--- config.mk ---
export PLATFORM = sky130hd
export DESIGN_NAME = uhf_link_timing_config
export DESIGN_NICKNAME = d
export VERILOG_FILES = /design/src/rtl/uhf_link_timing_pkg.sv /design/src/rtl/uhf_link_timing_config.sv /design/src/rtl/step_divider.sv /design/src/rtl/interval_timer.sv
export VERILOG_INCLUDE_DIRS = /design/src /design/src/rtl
export SDC_FILE = /design/constraint.sdc
export NUM_CORES = 1
export LEC_CHECK = 0
export BUFFER_PORTS_ARGS = -buffer_cell sky130_fd_sc_hd__buf_2
export CELL_PAD_IN_SITES_DETAIL_PLACEMENT = 1
export CELL_PAD_IN_SITES_GLOBAL_PLACEMENT = 2
export CORE_ASPECT_RATIO = 1.25
export CORE_MARGIN = 3
export CORE_UTILIZATION = 35
export DETAILED_ROUTE_END_ITERATION = 8
export PLACE_DENSITY = 0.73
export REMOVE_ABC_BUFFERS = 1
export SLEW_MARGIN = 30
export SYNTH_ARGS = -nofsm -noshare
export SYNTH_HDL_FRONTEND = slang
export SYNTH_SLANG_ARGS = --single-unit
--- constraint.sdc ---
create_clock -name clock_i -period 3 [get_ports clock_i]
set_input_delay 0.3 -clock clock_i [delete_from_list [all_inputs] [get_ports clock_i]]
set_output_delay 0.3 -clock clock_i [all_outputs]
set_load 0.01 [all_outputs]
--- src/rtl/uhf_link_timing_consts.svh ---
`ifndef UHF_LINK_TIMING_CONSTS_SVH
`define UHF_LINK_TIMING_CONSTS_SVH

// ==========================================================================
// register offsets
`define ADDR_PROTOCOL_SEL      8'h01
`define ADDR_TX_SYMBOL_OPT     8'h02
`define ADDR_RX_LINK_OPT       8'h03
`define ADDR_CAL_TIME_HIGH     8'h04
`define ADDR_CAL_TIME_LOW      8'h05
`define ADDR_AUTO_ACK_DELAY    8'h06
`define ADDR_REPLY_TIMEOUT     8'h07
`define ADDR_IRQ_STATUS        8'h10
`define ADDR_IRQ_CLEAR         8'h11
`define ADDR_IRQ_ENABLE        8'h12

// ==========================================================================
// reset values
`define RST_PROTOCOL_SEL       8'h00
`define RST_TX_SYMBOL_OPT      8'h32
`define RST_RX_LINK_OPT        8'hca
`define RST_CAL_TIME_HIGH      8'h02
`define RST_CAL_TIME_LOW       8'h9b
`define RST_AUTO_ACK_DELAY     8'h04
`define RST_REPLY_TIMEOUT      8'h0f

// ==========================================================================
// writable bit masks, everything else reads zero
`define MASK_PROTOCOL_SEL      8'h30
`define MASK_TX_SYMBOL_OPT     8'h37
`define MASK_CAL_TIME_HIGH     8'hef
`define IRQ_BITS               3

// ==========================================================================
// field positions
`define POS_AUTO_ACK           4
`define POS_DATA_ONE           4
`define POS_LINK_FREQ          4
`define POS_LONG_PREAMBLE      3
`define POS_LO_ADAPT           7
`define POS_GAIN_DOUBLE        6
`define POS_GAIN_ONE_HALF      5
`define IRQ_NO_RESPONSE        0
`define IRQ_REPLY_SEEN         1
`define IRQ_NEXT_COMMAND       2
`define TIMEOUT_EXTENDED       8'hff

// ==========================================================================
// timing, times in ns, counts derived from the clock period
`define CLK_PERIOD_NS          20
`define STEP_CAL_NS            100
`define STEP_ACK_NS            3200
`define STEP_TIMEOUT_NS        25600
`define EXT_TIMEOUT_NS         26200000
`define CYC_UP(t)              (((t) + `CLK_PERIOD_NS - 1) / `CLK_PERIOD_NS)
`define STEP_CAL_CYCLES        `CYC_UP(`STEP_CAL_NS)
`define STEP_ACK_CYCLES        `CYC_UP(`STEP_ACK_NS)
`define STEP_TIMEOUT_CYCLES    `CYC_UP(`STEP_TIMEOUT_NS)
`define EXT_TIMEOUT_STEPS      ((`EXT_TIMEOUT_NS + `STEP_TIMEOUT_NS - 1) / `STEP_TIMEOUT_NS)

`endif

--- src/rtl/uhf_link_timing_pkg.sv ---
`default_nettype none

package uhf_link_timing_pkg;

  // ========================================================================
  // field encodings
  typedef enum logic [2:0] {TARI_6US25 = 3'h0, TARI_12US5 = 3'h1, TARI_25US = 3'h2} tari_code_t;
  typedef enum logic [2:0] {COD_FM0 = 3'h0, COD_M2 = 3'h1, COD_M4 = 3'h2, COD_M8 = 3'h3} rx_coding_t;
  typedef enum logic [3:0] {
    LF_40K = 4'h0, LF_160K = 4'h6, LF_250K = 4'h9, LF_320K = 4'hc, LF_640K = 4'hf
  } link_freq_t;
  typedef enum logic [1:0] {
    ACK_NONE = 2'h0, ACK_ONLY = 2'h1, ACK_HANDLE = 2'h2
  } auto_ack_mode_t;

endpackage : uhf_link_timing_pkg

`default_nettype wire

--- src/rtl/uhf_link_timing_config.sv ---
// Functional notes
// (RULE1) tx bits 5:4 pick data-one length
// (RULE2) tx bits 2:0 pick Tari, reserved refused
// (RULE3) rx bits 7:4 pick link frequency
// (RULE4) rx bit 3 picks long preamble
// (RULE5) host: short preamble only with Miller 4/8
// (RULE6) rx bits 2:0 pick decoding, reserved refused
// (RULE7) 12-bit calibration value times 0.1 us
// (RULE8) host keeps calibration within air protocol range
// (RULE9) high bit 7 sets oscillator low-supply adaptation
// (RULE10) high bits 6/5 set indicator extra gain
// (RULE11) auto-acknowledge waits value times 3.2 us
// (RULE12) reply timeout after transmission, raises interrupt
// (RULE13) value 255 gives extended 26.2 ms timeout
// (RULE14) detected preamble suppresses no-response interrupt
// (RULE15) host uses extended timeout before writes
// (RULE16) auto-acknowledge mode field, code 11 reserved
// (RULE17) defaults while enable pin is low
// (RULE18) reserved bits read zero, ignored
// (RULE19) steps from clock, changes apply next transmission; the code applies trims and timer values at once
`timescale 1ns/10ps
`include "uhf_link_timing_consts.svh"
`default_nettype none

module uhf_link_timing_config #(
  parameter int TIMEOUT_STEP_CYCLES = `STEP_TIMEOUT_CYCLES,
  parameter int EXT_TIMEOUT_STEPS   = `EXT_TIMEOUT_STEPS
) (
  // clock and reset
  input  wire logic       clock_i,
  input  wire logic       sys_rst_i,
  input  wire logic       enable_i,
  // register port
  input  wire logic [7:0] addr_i,
  input  wire logic [7:0] wdata_i,
  input  wire logic       wr_i,
  input  wire logic       rd_i,
  output logic      [7:0] rdata_o,
  // engine events
  input  wire logic       tx_start_i,
  input  wire logic       tx_end_i,
  input  wire logic       preamble_detected_i,
  input  wire logic       ack_reply_i,
  input  wire logic       cal_start_i,
  // symbol and link configuration
  output logic      [1:0] data_one_length_sel_o,
  output logic      [2:0] tari_sel_o,
  output logic      [3:0] link_frequency_sel_o,
  output logic            long_preamble_o,
  output logic      [2:0] rx_coding_o,
  output logic      [1:0] automatic_acknowledge_mode_o,
  // analog trims
  output logic            lo_low_supply_adapt_o,
  output logic            reflected_indicator_gain_double_o,
  output logic            reflected_indicator_gain_one_half_o,
  // timers and interrupt
  output logic            cal_active_o,
  output logic            reply_wait_o,
  output logic            next_command_o,
  output logic            irq_o
);

  // ========================================================================
  // storage
  localparam int TO_W = 11;
  logic                 cfg_rst;
  logic [7:0]           prot_q;
  logic [7:0]           tx_q;
  logic [7:0]           rx_q;
  logic [7:0]           cal_hi_q;
  logic [7:0]           cal_lo_q;
  logic [7:0]           ack_delay_q;
  logic [7:0]           reply_timeout_value;
  logic [`IRQ_BITS-1:0] status_q;
  logic [`IRQ_BITS-1:0] irq_en_q;
  logic [`IRQ_BITS-1:0] status_set;
  logic [`IRQ_BITS-1:0] status_clr;
  logic [11:0]          cal_value;
  logic [TO_W-1:0]      timeout_load;
  logic                 cal_tick;
  logic                 ack_tick;
  logic                 to_tick;
  logic                 ack_start;
  logic                 to_start;
  logic                 to_busy;
  logic                 to_done;

  // ========================================================================
  // legality checks for coded fields
  function automatic logic tari_ok(input logic [2:0] c);
    unique case (uhf_link_timing_pkg::tari_code_t'(c))
      uhf_link_timing_pkg::TARI_6US25,
      uhf_link_timing_pkg::TARI_12US5,
      uhf_link_timing_pkg::TARI_25US: tari_ok = 1'b1;
      default:                        tari_ok = 1'b0;
    endcase
  endfunction : tari_ok

  function automatic logic coding_ok(input logic [2:0] c);
    coding_ok = (c <= 3'(uhf_link_timing_pkg::COD_M8));
  endfunction : coding_ok

  function automatic logic lf_ok(input logic [3:0] c);
    unique case (uhf_link_timing_pkg::link_freq_t'(c))
      uhf_link_timing_pkg::LF_40K,  uhf_link_timing_pkg::LF_160K,
      uhf_link_timing_pkg::LF_250K, uhf_link_timing_pkg::LF_320K,
      uhf_link_timing_pkg::LF_640K: lf_ok = 1'b1;
      default:                      lf_ok = 1'b0;
    endcase
  endfunction : lf_ok

  // ========================================================================
  // power-up defaults also hold while the enable pin is low
  assign cfg_rst = sys_rst_i | ~enable_i; // [RULE17]

  // ========================================================================
  // register writes; a reserved code keeps the old field so the engine never sees it
  always_ff @(posedge clock_i)
  begin
    if (cfg_rst) // [RULE17]
    begin
      prot_q              <= `RST_PROTOCOL_SEL;
      tx_q                <= `RST_TX_SYMBOL_OPT;
      rx_q                <= `RST_RX_LINK_OPT;
      cal_hi_q            <= `RST_CAL_TIME_HIGH;
      cal_lo_q            <= `RST_CAL_TIME_LOW;
      ack_delay_q         <= `RST_AUTO_ACK_DELAY;
      reply_timeout_value <= `RST_REPLY_TIMEOUT;
    end
    else if (wr_i)
    begin
      unique case (addr_i)
        `ADDR_PROTOCOL_SEL:
          if (wdata_i[`POS_AUTO_ACK+:2] != 2'h3) // [RULE16]
            prot_q <= wdata_i & `MASK_PROTOCOL_SEL; // [RULE18]
        `ADDR_TX_SYMBOL_OPT:
        begin
          tx_q[`POS_DATA_ONE+:2] <= wdata_i[`POS_DATA_ONE+:2]; // [RULE1]
          if (tari_ok(wdata_i[2:0]))
            tx_q[2:0] <= wdata_i[2:0]; // [RULE2]
        end
        `ADDR_RX_LINK_OPT:
        begin
          rx_q[`POS_LONG_PREAMBLE] <= wdata_i[`POS_LONG_PREAMBLE]; // [RULE4]
          if (lf_ok(wdata_i[`POS_LINK_FREQ+:4]))
            rx_q[`POS_LINK_FREQ+:4] <= wdata_i[`POS_LINK_FREQ+:4]; // [RULE3]
          if (coding_ok(wdata_i[2:0]))
            rx_q[2:0] <= wdata_i[2:0]; // [RULE6]
        end
        `ADDR_CAL_TIME_HIGH:  cal_hi_q <= wdata_i & `MASK_CAL_TIME_HIGH; // [RULE18]
        `ADDR_CAL_TIME_LOW:   cal_lo_q <= wdata_i;
        `ADDR_AUTO_ACK_DELAY: ack_delay_q <= wdata_i;
        `ADDR_REPLY_TIMEOUT:  reply_timeout_value <= wdata_i;
        default:              ;
      endcase
    end
  end

  // ========================================================================
  // interrupt enable, write-only clear
  always_ff @(posedge clock_i)
  begin
    if (cfg_rst)
      irq_en_q <= '0;
    else if (wr_i && addr_i == `ADDR_IRQ_ENABLE)
      irq_en_q <= wdata_i[`IRQ_BITS-1:0];
  end

  assign status_clr = (wr_i && addr_i == `ADDR_IRQ_CLEAR) ? wdata_i[`IRQ_BITS-1:0] : '0;

  // sticky status; a new event in the clear cycle survives
  always_ff @(posedge clock_i)
  begin
    if (cfg_rst)
      status_q <= '0;
    else
      status_q <= (status_q & ~status_clr) | status_set;
  end

  // level interrupt from enabled status
  always_ff @(posedge clock_i)
  begin
    if (cfg_rst)
      irq_o <= 1'b0;
    else
      irq_o <= |(status_q & irq_en_q);
  end

  // ========================================================================
  // read data stands in the cycle after each cycle with rd_i high, zero otherwise
  always_ff @(posedge clock_i)
  begin
    if (sys_rst_i || !rd_i)
      rdata_o <= 8'h00;
    else
    begin
      unique case (addr_i)
        `ADDR_PROTOCOL_SEL:   rdata_o <= prot_q;
        `ADDR_TX_SYMBOL_OPT:  rdata_o <= tx_q; // [RULE18]
        `ADDR_RX_LINK_OPT:    rdata_o <= rx_q;
        `ADDR_CAL_TIME_HIGH:  rdata_o <= cal_hi_q;
        `ADDR_CAL_TIME_LOW:   rdata_o <= cal_lo_q;
        `ADDR_AUTO_ACK_DELAY: rdata_o <= ack_delay_q;
        `ADDR_REPLY_TIMEOUT:  rdata_o <= reply_timeout_value;
        `ADDR_IRQ_STATUS:     rdata_o <= 8'(status_q);
        `ADDR_IRQ_ENABLE:     rdata_o <= 8'(irq_en_q);
        default:              rdata_o <= 8'h00;
      endcase
    end
  end

  // ========================================================================
  // symbol and link settings latched at transmission start, so a write
  // in mid-frame never disturbs the frame on air
  always_ff @(posedge clock_i)
  begin
    if (cfg_rst)
    begin
      data_one_length_sel_o        <= 2'(`RST_TX_SYMBOL_OPT >> `POS_DATA_ONE);
      tari_sel_o                   <= 3'(`RST_TX_SYMBOL_OPT);
      link_frequency_sel_o         <= 4'(`RST_RX_LINK_OPT >> `POS_LINK_FREQ);
      long_preamble_o              <= 1'(`RST_RX_LINK_OPT >> `POS_LONG_PREAMBLE);
      rx_coding_o                  <= 3'(`RST_RX_LINK_OPT);
      automatic_acknowledge_mode_o <= 2'(`RST_PROTOCOL_SEL >> `POS_AUTO_ACK);
    end
    else if (tx_start_i) // [RULE19]
    begin
      data_one_length_sel_o        <= tx_q[`POS_DATA_ONE+:2]; // [RULE1]
      tari_sel_o                   <= tx_q[2:0]; // [RULE2]
      link_frequency_sel_o         <= rx_q[`POS_LINK_FREQ+:4]; // [RULE3]
      long_preamble_o              <= rx_q[`POS_LONG_PREAMBLE]; // [RULE4]
      rx_coding_o                  <= rx_q[2:0]; // [RULE6]
      automatic_acknowledge_mode_o <= prot_q[`POS_AUTO_ACK+:2]; // [RULE16]
    end
  end

  // trims act directly on the analog side
  assign lo_low_supply_adapt_o               = cal_hi_q[`POS_LO_ADAPT]; // [RULE9]
  assign reflected_indicator_gain_double_o   = cal_hi_q[`POS_GAIN_DOUBLE]; // [RULE10]
  assign reflected_indicator_gain_one_half_o = cal_hi_q[`POS_GAIN_ONE_HALF]; // [RULE10]

  // ========================================================================
  // calibration interval, 0.1 us steps
  assign cal_value = {cal_hi_q[3:0], cal_lo_q}; // [RULE7]

  step_divider #(.CYCLES(`STEP_CAL_CYCLES)) u_cal_div ( // [RULE19]
    .clock_i   (clock_i),
    .sys_rst_i (sys_rst_i),
    .restart_i (cal_start_i),
    .tick_o    (cal_tick)
  );

  interval_timer #(.W(12)) u_cal_tmr ( // [RULE7]
    .clock_i   (clock_i),
    .sys_rst_i (cfg_rst),
    .tick_i    (cal_tick),
    .start_i   (cal_start_i),
    .cancel_i  (1'b0),
    .load_i    (cal_value),
    .busy_o    (cal_active_o),
    .done_o    ()
  );

  // ========================================================================
  // auto-acknowledge wait, 3.2 us steps, only in an active mode
  assign ack_start = ack_reply_i && (prot_q[`POS_AUTO_ACK+:2] != 2'(uhf_link_timing_pkg::ACK_NONE)); // [RULE16]

  step_divider #(.CYCLES(`STEP_ACK_CYCLES)) u_ack_div (
    .clock_i   (clock_i),
    .sys_rst_i (sys_rst_i),
    .restart_i (ack_start),
    .tick_o    (ack_tick)
  );

  interval_timer #(.W(8)) u_ack_tmr ( // [RULE11]
    .clock_i   (clock_i),
    .sys_rst_i (cfg_rst),
    .tick_i    (ack_tick),
    .start_i   (ack_start),
    .cancel_i  (1'b0),
    .load_i    (ack_delay_q),
    .busy_o    (),
    .done_o    (next_command_o)
  );

  // ========================================================================
  // reply timeout; zero disables it, 255 selects the long form
  assign timeout_load = (reply_timeout_value == `TIMEOUT_EXTENDED) ? TO_W'(EXT_TIMEOUT_STEPS) // [RULE13]
                                                                   : TO_W'(reply_timeout_value); // [RULE12]
  assign to_start     = tx_end_i && (reply_timeout_value != 8'h00); // [RULE12]

  step_divider #(.CYCLES(TIMEOUT_STEP_CYCLES)) u_to_div (
    .clock_i   (clock_i),
    .sys_rst_i (sys_rst_i),
    .restart_i (to_start),
    .tick_o    (to_tick)
  );

  // a detected preamble stops the count before it can expire
  interval_timer #(.W(TO_W)) u_to_tmr ( // [RULE14]
    .clock_i   (clock_i),
    .sys_rst_i (cfg_rst),
    .tick_i    (to_tick),
    .start_i   (to_start),
    .cancel_i  (preamble_detected_i),
    .load_i    (timeout_load),
    .busy_o    (to_busy),
    .done_o    (to_done)
  );

  assign reply_wait_o = to_busy;

  // event sources of the status register
  always_comb
  begin
    status_set                    = '0;
    status_set[`IRQ_NO_RESPONSE]  = to_done; // [RULE12]
    status_set[`IRQ_REPLY_SEEN]   = preamble_detected_i && to_busy; // [RULE14]
    status_set[`IRQ_NEXT_COMMAND] = next_command_o;
  end
endmodule : uhf_link_timing_config

`default_nettype wire

--- src/rtl/step_divider.sv ---
`timescale 1ns/10ps
`default_nettype none

// ==========================================================================
// restartable step tick generator
module step_divider #(
  parameter int CYCLES = 5
) (
  // clock and reset
  input  wire logic clock_i,
  input  wire logic sys_rst_i,
  // control
  input  wire logic restart_i,
  output logic      tick_o
);

  logic [15:0] cnt_q;

  // restart aligns the step grid to the start of a timed interval
  always_ff @(posedge clock_i)
  begin
    if (sys_rst_i || restart_i || tick_o)
      cnt_q <= 16'h0000;
    else
      cnt_q <= cnt_q + 16'h0001;
  end

  assign tick_o = (cnt_q == 16'(CYCLES - 1));

endmodule : step_divider

`default_nettype wire

--- src/rtl/interval_timer.sv ---
`timescale 1ns/10ps
`default_nettype none

// ==========================================================================
// counts a loaded number of step ticks
module interval_timer #(
  parameter int W = 8
) (
  // clock and reset
  input  wire logic         clock_i,
  input  wire logic         sys_rst_i,
  // control
  input  wire logic         tick_i,
  input  wire logic         start_i,
  input  wire logic         cancel_i,
  input  wire logic [W-1:0] load_i,
  output logic              busy_o,
  output logic              done_o
);

  logic [W-1:0] cnt_q;

  // cancel beats start; a zero load finishes at once
  always_ff @(posedge clock_i)
  begin
    if (sys_rst_i || cancel_i)
    begin
      cnt_q  <= '0;
      busy_o <= 1'b0;
      done_o <= 1'b0;
    end
    else
    begin
      done_o <= 1'b0;
      if (start_i)
      begin
        cnt_q  <= load_i;
        busy_o <= (load_i != '0);
        done_o <= (load_i == '0);
      end
      else if (busy_o && tick_i)
      begin
        cnt_q <= cnt_q - W'(1);
        if (cnt_q == W'(1))
        begin
          busy_o <= 1'b0;
          done_o <= 1'b1;
        end
      end
    end
  end

endmodule : interval_timer

`default_nettype wire

==> flow_metrics.env, run 1 <==
export IMPL_ys_flop_type="dfxtp_1"
export IMPL_grt_pass1_vias=6454
export IMPL_syn_cell_area_sq_um=7290
export IMPL_drive_above_1_share_pct=13.5
export IMPL_syn2layout_area_growth_pct=14.5
export IMPL_wl_um=20400
export IMPL_critical_path_max_stage_delay_ns=0.60
export IMPL_fmax_ghz=0.468
export IMPL_core_area_sq_um=20300
export IMPL_ys_ff_latch=160
export IMPL_startpoint_type="register"
export IMPL_critPathTopFamily="compound AO/OA/AOI/OAI gates"
export IMPL_relSlewSlack_pct=45.7
export IMPL_final_nets=889
export IMPL_syn_area_per_cell_sq_um=9.00
export IMPL_grt_max_degree=46
export IMPL_clkTransAtPathRegs_ns=0.06
export IMPL_reg2reg_from="reply_timeout_value[4]"
export IMPL_antenna_left=0
export IMPL_yosys_warnings=0
export IMPL_rows=58
export IMPL_htreeDepth=4
export IMPL_clk_path_buf_depth=2
export IMPL_tightest_slew_ns=0.803
export IMPL_peakVddDrop_v=0.000405
export IMPL_worstSetupPathType="register to register"
export IMPL_crit_path_max_fanout=7
export IMPL_status="finished clean"
export IMPL_max_cap_violations=0
export IMPL_cp_common_cell="o21ai_0"
export IMPL_dpl_hpwl_um=15200
export IMPL_fin_crit_ns=2.14
export IMPL_cts_hold_buf=0
export IMPL_clkLatencyLatePin_ns=0.43
export IMPL_placedInstanceArea_sq_um=7810
export IMPL_synth_seq_area_share_pct=43.9
export IMPL_crit_slowest_cell="o21ai_0"
export IMPL_slew_violations=0
export IMPL_pin_count=56
export IMPL_crit_start="reply_timeout_value[4]"
export IMPL_cts_tree="yes"
export IMPL_fill_cells=2377
export IMPL_p_leak_nw=3.00
export IMPL_cp_arrival_ns=2.49
export IMPL_cts_buffers=17
export IMPL_antenna_found_initial=0
export IMPL_hp_class="primary input to register"
export IMPL_grt_overflow=0
export IMPL_fin_crit_sh_pct=71.3
export IMPL_cp_end_kind="register"
export IMPL_skew_ns=0.00865
export IMPL_die_y_um=167
export IMPL_vias=6043
export IMPL_powerDensity_nw_per_um2=523
export IMPL_drt_iter0_markers=241
export IMPL_rsz0062_at_grt="no"
export IMPL_worstPathCellList="or4_1 -> o21ai_0 -> buf_4 -> nand2_1 -> o21ai_0"
export IMPL_cts_root_buf="clkbuf_16"
export IMPL_hold_viol=0
export IMPL_multi_input_area_sq_um=3870
export IMPL_gp_congestion=0.825
export IMPL_finalInstanceArea_sq_um=8350
export IMPL_start_util_pct=35.9
export IMPL_portBuffers=55
export IMPL_netlist_instances=810
export IMPL_worstPathRequired_ns=3.35
export IMPL_clock_sinks=160
export IMPL_diodes=0
export IMPL_min_from="cal_start_i"
export IMPL_crit_buf_inv=1
export IMPL_tns_ns=0
export IMPL_regArea_sq_um=3200
export IMPL_cts_setup_buffers=0
export IMPL_post_cts_resized=0
export IMPL_synth_edf_count=0
export IMPL_first_pass_iters=6
export IMPL_finalSetupViolCount=0
export IMPL_wl_per_cell_um=17.9
export IMPL_die_w_um=135
export IMPL_grt_pass1_wl_um=33800
export IMPL_die_area_sq_um=22600
export IMPL_vias_per_cell=5.32
export IMPL_synth_cell_types=62
export IMPL_grt_total_usage_pct=18.6
export IMPL_power_w=0.00436
export IMPL_synthArstFlopShare_pct=0
export IMPL_drc_errors=0
==> path summary, 6_finish.rpt <==
kind	to	slack (ns)	cells past startpoint
setup / recovery	u_to_tmr.cnt_q[4]	0.86	5
hold / removal	u_cal_tmr.cnt_q[1]	0.11	2
setup reg to reg	u_to_tmr.cnt_q[4]	0.86	5
hold reg to reg	status_q[0]	0.45	2
==> cell usage after synthesis (7+ instances only) <==
library cell | number | area (sq um)
inv_1 | 14 | 52.6
a22oi_1 | 7 | 52.6
or4_1 | 7 | 52.6
and3_1 | 11 | 68.8
nor4_1 | 11 | 68.8
dfxtp_1 | 160 | 3200
nand2_1 | 69 | 259
nor4b_1 | 7 | 61.3
nor2_1 | 129 | 484
nand4_1 | 16 | 100
ha_1 | 10 | 125
a21oi_1 | 31 | 155
nand3_1 | 38 | 190
o21ai_0 | 25 | 125
clkbuf_1 | 25 | 93.8
nor3_1 | 17 | 85.1
mux2i_1 | 58 | 581
and4_1 | 12 | 105
xnor2_1 | 26 | 228
xor2_1 | 45 | 394
==> cell usage in the layout (no fill, tap or decap), types with 4 or more instances in the layout <==
cell type,instances
ha_1,10
clkinvlp_4,5
a21oi_1,31
buf_2,55
nand2_1,69
a22oi_1,7
a211oi_1,4
nor3b_1,6
dfxtp_1,160
and4_1,12
a31oi_1,5
xnor2_1,26
nor2_1,129
nand4_1,16
o21ai_0,25
inv_1,14
xor2_1,45
buf_4,9
clkinv_4,5
mux2i_1,58
mux4_2,4
or4_1,7
and3_1,11
nor4_1,11
nor3_1,17
clkbuf_16,17
mux2_2,6
nor4b_1,6
nand3_1,38
==> final cells by class <==
class	count	share of cell area (%)
Clock buffer	18	5.14
Timing Repair Buffer	64	4.11
Inverter	14	0.629
Tap cell	270	4.05
Multi-Input combinational cell	596	46.4
Sequential cell	160	38.4
Clock inverter	14	1.35
==> through the flow <==
stage | cells | setup slack, ns | hold slack, ns | utilization [%]
2_1_floorplan | 770 | 0.285 | 0.390 | -
3_3_place_gp | 1104 | 0.678 | 0.426 | 38.4
3_5_place_dp | 1104 | 0.616 | 0.444 | 38.4
4_1_cts | 1136 | 0.865 | 0.0942 | 41.1
5_1_grt | 1136 | 0.633 | 0.105 | 41.1
6_report | 1136 | 0.861 | 0.111 | 41.1
==> power breakdown <==
group | switching [W] | internal (W) | leakage, nW
clock network | 0.000931 | 0.00107 | 0.250
logic | 0.000138 | 0.0000697 | 1.45
registers | 0.0000161 | 0.00214 | 1.29
==> cell families after synthesis <==
logic type / count (synthesis) / share of synthesized area, %
DFF: 160 / 43.9
buffers and inverters: 54 / 3.18
and+or+nand+nor: 351 / 24.3
xor gates and xnor gates: 71 / 8.53
adders and majority gates: 10 / 1.72
muxes: 68 / 10.1
AOI/OAI and AO/OA: 96 / 8.24
==> sequential cells by signal (all words and copies together) (netlist names), 11 cells and up <==
signal and flops:
u_ack_div.cnt_q 16, u_cal_div.cnt_q 16, u_to_div.cnt_q 16, u_cal_tmr.cnt_q 12
u_to_tmr.cnt_q 11
==> routing by layer <==
layer | wire length, um | global-route usage, % | vias up | part of all wire, %
met5 | 0 | 0 | - | 0
met1 | 8780 | 22.1 | 3009 | 43
met3 | 460 | 3.19 | 24 | 2.3
met2 | 10800 | 33.9 | 70 | 53
met4 | 315 | 5.39 | 0 | 1.5
li1 | - | - | 2940 | -
No activity file was read; power rests on OpenSTA's default activity.
==> inputs of run 2 (changes only) <==
- CORE_UTILIZATION: 35 -> 34
- PLACE_DENSITY: 0.73 -> 0.74
- clock period: 3 -> 1.8 ns (I/O delays scaled with it)
==> flow_metrics.env, run 2 (synthesized netlist as in run 1, its figures left out) <==
export IMPL_grt_pass1_wl_um=35900
export IMPL_worstPathRequired_ns=2.11
export IMPL_cts_buffers=17
export IMPL_htreeDepth=4
export IMPL_layout_common_cells="dfxtp_1 (154), nor2_1 (128), buf_4 (86)"
export IMPL_tns_ns=-0.0126
export IMPL_worstPathCellList="or4bb_4 -> nor4_4 -> buf_6 -> nand4_1 -> xor2_1 -> a21oi_1"
export IMPL_antenna_found_initial=0
export IMPL_fin_crit_sh_pct=101
export IMPL_power_w=0.00756
export IMPL_r2r_setup_slack_ns=-0.01
export IMPL_cts_root_buf="clkbuf_16"
export IMPL_hp_class="primary input to register"
export IMPL_cp_end_kind="register"
export IMPL_critPathTopFamily="simple AND/OR/NAND/NOR gates"
export IMPL_hold_viol=0
export IMPL_first_pass_iters=4
export IMPL_grt_overflow=0
export IMPL_status="finished, violations left"
export IMPL_cp_arrival_ns=2.12
export IMPL_path_depth=6
export IMPL_fmax_ghz=0.552
export IMPL_antenna_left=0
export IMPL_crit_end="u_ack_tmr.cnt_q[6]"
export IMPL_drc_errors=0
export IMPL_powerDensity_nw_per_um2=816
export IMPL_switching_share_pct=22.7
export IMPL_start_util_pct=34.8
export IMPL_core_area_sq_um=21000
export IMPL_cts_tree="yes"
export IMPL_worstSetupPathType="register to register"
export IMPL_wl_um=22500
export IMPL_die_w_um=137
export IMPL_crit_slowest_cell="or4bb_4"
export IMPL_r2r_cells=6
export IMPL_violations="negative setup slack"
export IMPL_startpoint_type="register"
export IMPL_grt_max_degree=48
export IMPL_vias=6368
export IMPL_pin_count=56
export IMPL_internal_power_w=0.00584
export IMPL_timing_rr_end="u_ack_tmr.cnt_q[6]"
export IMPL_crit_start="u_ack_div.cnt_q[6]"
export IMPL_reg2reg_from="u_ack_div.cnt_q[6]"
export IMPL_max_cap_violations=0
export IMPL_peakVddDrop_v=0.000669
export IMPL_drt_iter0_markers=237
export IMPL_fin_ws_ns=-0.0126
export IMPL_drive_above_1_share_pct=24.0
export IMPL_dp_cells=1187
export IMPL_grt_pass1_vias=6760
export IMPL_clock_sinks=160
export IMPL_skew_ns=0.0129
export IMPL_finalSetupViolCount=1
export IMPL_multi_input_area_sq_um=4010
export IMPL_crit_buf_inv=1
export IMPL_fill_cells=2456
export IMPL_diodes=0
export IMPL_fin_crit_ns=1.81
export IMPL_top_regs="u_ack_div.cnt_q: 16 flops, u_cal_div.cnt_q: 16 flops, u_to_div.cnt_q: 16 flops"
export IMPL_grt_total_usage_pct=19.7
export IMPL_portBuffers=55
export IMPL_die_y_um=170
export IMPL_clkLatencyLatePin_ns=0.43
export IMPL_seqPwrFrac_pct=47.5
export IMPL_dpl_hpwl_um=16900
export IMPL_die_area_sq_um=23200
export IMPL_vias_per_cell=5.20
export IMPL_wl_per_cell_um=18.4
export IMPL_fin_cells=1225
export IMPL_relSlewSlack_pct=62.1
export IMPL_crit_path_max_fanout=8
export IMPL_placedInstanceArea_sq_um=8490
export IMPL_final_nets=976
export IMPL_p_comb_share_pct=5.8
export IMPL_clkTransAtPathRegs_ns=0.06
export IMPL_tightest_slew_ns=0.554
export IMPL_syn2layout_area_growth_pct=27.1
export IMPL_hold_ws_ns=0.0926
export IMPL_slew_violations=0
export IMPL_p_switching_w=0.00172
export IMPL_finalInstanceArea_sq_um=9260
export IMPL_regArea_sq_um=3210
export IMPL_rows=59
export IMPL_p_leak_nw=3.52
export IMPL_clk_path_buf_depth=2
export IMPL_gp_congestion=0.873
export IMPL_final_common_cell="dfxtp_1"
export IMPL_p_clk_share_pct=46.7
export IMPL_critical_path_max_stage_delay_ns=0.55
export IMPL_rsz0062_at_grt="yes"
-- run 2: power by group through the flow --
stage | Clock [W] | Combinational (W) | Sequential, W
finish | 0.00353 | 0.000439 | 0.00359
global route | 0.00376 | 0.000478 | 0.00359
floorplan | 0 | 0.000173 | 0.00367
CTS | 0.00361 | 0.000433 | 0.00359
global placement | 0 | 0.000411 | 0.00367
detailed placement | 0 | 0.000424 | 0.00367
-- run 2: worst min-delay path by stage --
stage,to,start,cells after the start
final,status_q[1],preamble_detected_i,3
after global routing,status_q[1],preamble_detected_i,3
after CTS,status_q[1],preamble_detected_i,3
after detailed placement,u_cal_tmr.cnt_q[1],cal_start_i,2
after global placement,status_q[0],u_to_tmr.done_o,2
after floorplan,rdata_o[4],addr_i[4],1
-- run 2: timing repair --
action	CTS	global route
gates resized for setup	20	20
setup endpoints to repair	35	52
setup buffers	3	4
hold buffers	1	0
endpoints found under the hold margin	1	0
pin swaps	9	18
-- run 2: cell type report --
class | count | share of cell area [%]
Clock buffer | 24 | 5.09
Clock inverter | 6 | 0.905
Inverter | 14 | 0.567
Multi-Input combinational cell | 596 | 43.3
Sequential cell | 160 | 34.7
Tap cell | 274 | 3.70
Timing Repair Buffer | 151 | 11.8
-- run 2: routing by layer --
metal  wire (um)  GRT usage [%]
met1        9100           22.2
met2       12500           37.4
met3         506           3.23
met4         424           6.16
met5           0              0
-- run 2: worst min-delay path, stage by stage --
cell     delay [ns]
buf_2          0.11
a22oi_1        0.09
nor2_1         0.09
-- run 2: per-stage QoR --
step / setup slack [ns] / util, %
global route: -0.120 / 44.2
floorplan: -0.795 / -
finish: -0.0126 / 44.2
global placement: -0.254 / 40.5
CTS: -0.0165 / 43.7
detailed placement: -0.257 / 40.5
==> inputs of run 3 (changes only) <==
- ABC_AREA: unset -> 1
- CORE_UTILIZATION: 34 -> 31
- PLACE_DENSITY: 0.74 -> unset
- PLACE_DENSITY_LB_ADDON: unset -> 0.1
==> flow_metrics.env, run 3 <==
export IMPL_synth_seq_area_share_pct=40.8
export IMPL_drc_errors=0
export IMPL_cp_arrival_ns=1.98
export IMPL_pre_cts_slack_ns=0.0213
export IMPL_hold_viol=0
export IMPL_synth_top_area_cell="dfxtp_1"
export IMPL_grt_pass1_wl_um=40800
export IMPL_r2r_setup_slack_ns=0.18
export IMPL_synthArstFlopShare_pct=0
export IMPL_dpl_hpwl_um=19100
export IMPL_cts_root_buf="clkbuf_16"
export IMPL_peakVddDrop_v=0.000597
export IMPL_crit_path_max_fanout=4
export IMPL_grt_max_degree=53
export IMPL_startpoint_type="register"
export IMPL_syn_cell_area_sq_um=7860
export IMPL_vias_per_cell=4.81
export IMPL_first_pass_iters=5
export IMPL_fill_cells=3150
export IMPL_start_util_pct=31.8
export IMPL_cts_buffers=17
export IMPL_synth_cell_types=40
export IMPL_die_y_um=184
export IMPL_min_from="tx_start_i"
export IMPL_fin_crit_sh_pct=90.1
export IMPL_timing_rr_end="u_to_div.cnt_q[10]"
export IMPL_grt_overflow=0
export IMPL_wl_per_cell_um=15.5
export IMPL_final_nets=1285
export IMPL_r2r_cells=9
export IMPL_powerDensity_nw_per_um2=873
export IMPL_core_area_sq_um=24700
export IMPL_rows=64
export IMPL_relSlewSlack_pct=67.6
export IMPL_die_area_sq_um=27300
export IMPL_ys_top_cells_by_area="dfxtp_1 (41%), nand2_1 (14%), nor2_1 (8.3%), nand3_1 (6.3%), inv_1 (5.8%)"
export IMPL_fin_cells=1592
export IMPL_syn2layout_area_growth_pct=19.9
export IMPL_rsz0062_at_grt="no"
export IMPL_yosysMostFrequentCell="nand2_1"
export IMPL_final_common_cell="nand2_1"
export IMPL_synth_top_area_share_pct=40.8
export IMPL_grt_pass1_vias=7771
export IMPL_min_path_cells=2
export IMPL_worstPathRequired_ns=2.16
export IMPL_ys_ff_latch=160
export IMPL_cp_end_kind="register"
export IMPL_clock_sinks=160
export IMPL_syn_area_per_cell_sq_um=6.76
export IMPL_antenna_left=0
export IMPL_clkTransAtPathRegs_ns=0.07
export IMPL_wl_um=24700
export IMPL_yosys_warnings=0
export IMPL_p_leak_nw=4.11
export IMPL_fmax_ghz=0.616
export IMPL_vias=7662
export IMPL_drt_iter0_markers=267
export IMPL_grt_total_usage_pct=18.7
export IMPL_dp_cells=1559
export IMPL_hold_end="rx_coding_o[0]"
export IMPL_hp_class="primary input to register"
export IMPL_antenna_found_initial=0
export IMPL_clkLatencyLatePin_ns=0.44
export IMPL_layout_common_cells="nand2_1 (292), nor2_1 (173), dfxtp_1 (160)"
export IMPL_fin_ws_ns=0.178
export IMPL_worstSetupPathType="register to register"
export IMPL_die_w_um=148
export IMPL_fin_crit_ns=1.62
export IMPL_diodes=0
export IMPL_finalSetupViolCount=0
export IMPL_top_regs="u_ack_div.cnt_q: 16 flops, u_cal_div.cnt_q: 16 flops, u_to_div.cnt_q: 16 flops"
export IMPL_slew_violations=0
export IMPL_reg2reg_from="u_to_div.cnt_q[0]"
export IMPL_pin_count=56
export IMPL_portBuffers=55
export IMPL_gp_congestion=0.812
export IMPL_tightest_slew_ns=0.483
export IMPL_htreeDepth=4
export IMPL_ys_flop_type="dfxtp_1"
export IMPL_skew_ns=0.00988
export IMPL_tns_ns=0
export IMPL_cts_tree="yes"
export IMPL_yosys_top_cells_count="nand2_1 (293), nor2_1 (173), dfxtp_1 (160)"
export IMPL_status="finished clean"
export IMPL_hold_ws_ns=0.0114
export IMPL_synth_edf_count=0
export IMPL_max_cap_violations=0
export IMPL_clk_path_buf_depth=2
export IMPL_drive_above_1_share_pct=12.1
export IMPL_crit_start="u_to_div.cnt_q[0]"
export IMPL_netlist_instances=1163
==> run 3: cell types whose count changed in the layout (fill, tap and decap cells not counted), moves of 11 or more <==
cell	before	now
nand2_1	69	292
inv_1	12	122
nand3_1	35	98
mux2i_1	58	0
buf_4	86	37
nor2_1	128	173
a21oi_1	30	73
o21ai_0	22	54
xor2_1	45	17
xnor2_1	26	4
o211ai_1	1	20
nor3_1	14	27
and4_1	11	0
==> run 3: worst max-delay path, cell delays in order (launching register included) <==
cell,delay [ns]
dfxtp_1,0.36
ha_1,0.19
nand2_1,0.07
inv_1,0.07
nand2_1,0.08
nor2_2,0.13
buf_4,0.14
nand2_1,0.10
or2_2,0.29
a21oi_1,0.12
==> run 3: per-layer routing <==
layer  vias up  share of wire, %  wire length, um  global-route usage [%]
met5         -                 0                0                       0
met3        28               2.5              611                    3.40
met2        90                49            12100                    32.5
met4         0               1.6              386                    5.14
li1       3948                 -                -                       -
met1      3596                47            11600                    23.9
==> run 3: logic make-up after synthesis <==
kind of cell	count (synthesis)	synth area share, %
and+or+nand+nor	649	35.8
AOI/OAI and AO/OA	168	11.9
adders and majority gates	10	1.59
xor gates and xnor gates	21	2.34
DFF	160	40.8
buffers and inverters	155	7.69
==> run 3: through the flow <==
| step | cell area [sq um] | power, W | util, % |
|---|---|---|---|
| after global routing | 9430 | 0.00857 | 38.1 |
| final | 9430 | 0.00823 | 38.1 |
| after CTS | 9410 | 0.00833 | 38.0 |
| after floorplan | 7730 | 0.00397 | - |
| after global placement | 8740 | 0.00420 | 35.3 |
| after detailed placement | 8740 | 0.00421 | 35.3 |
==> run 3: layout make-up <==
type                            instances  area [sq um]  share of cell area, %
Inverter                              127           477                   5.06
Clock inverter                         13           208                   2.20
Multi-Input combinational cell        848          4070                   43.2
Sequential cell                       160          3200                   34.0
Tap cell                              330           413                   4.38
Timing Repair Buffer                   95           603                   6.40
Clock buffer                           19           453                   4.81
==> run 3: report_power, final <==
part | internal [W] | switching [W]
Sequential | 0.00357 | 0.0000274
Clock | 0.00254 | 0.00156
Combinational | 0.000170 | 0.000351
Total | 0.00629 | 0.00194
==> run 3: worst max path at each step <==
| stage | slack (ns) | to | depth (start not counted) |
|---|---|---|---|
| finish | 0.18 | u_to_div.cnt_q[10] | 9 |
| global route | 0.003 | u_to_tmr.cnt_q[8] | 9 |
| detailed placement | 0.02 | u_ack_tmr.cnt_q[5] | 10 |
| global placement | 0.1 | u_ack_tmr.cnt_q[4] | 10 |
| floorplan | -0.49 | u_ack_tmr.cnt_q[0] | 5 |
| CTS | 0.008 | u_ack_tmr.cnt_q[6] | 10 |
==> run 3: timing repair <==
item	CTS	global route
endpoints found under the hold margin	1	0
setup buffers	0	0
gates resized for setup	0	4
endpoints found under the setup margin	0	17
hold buffers	1	0
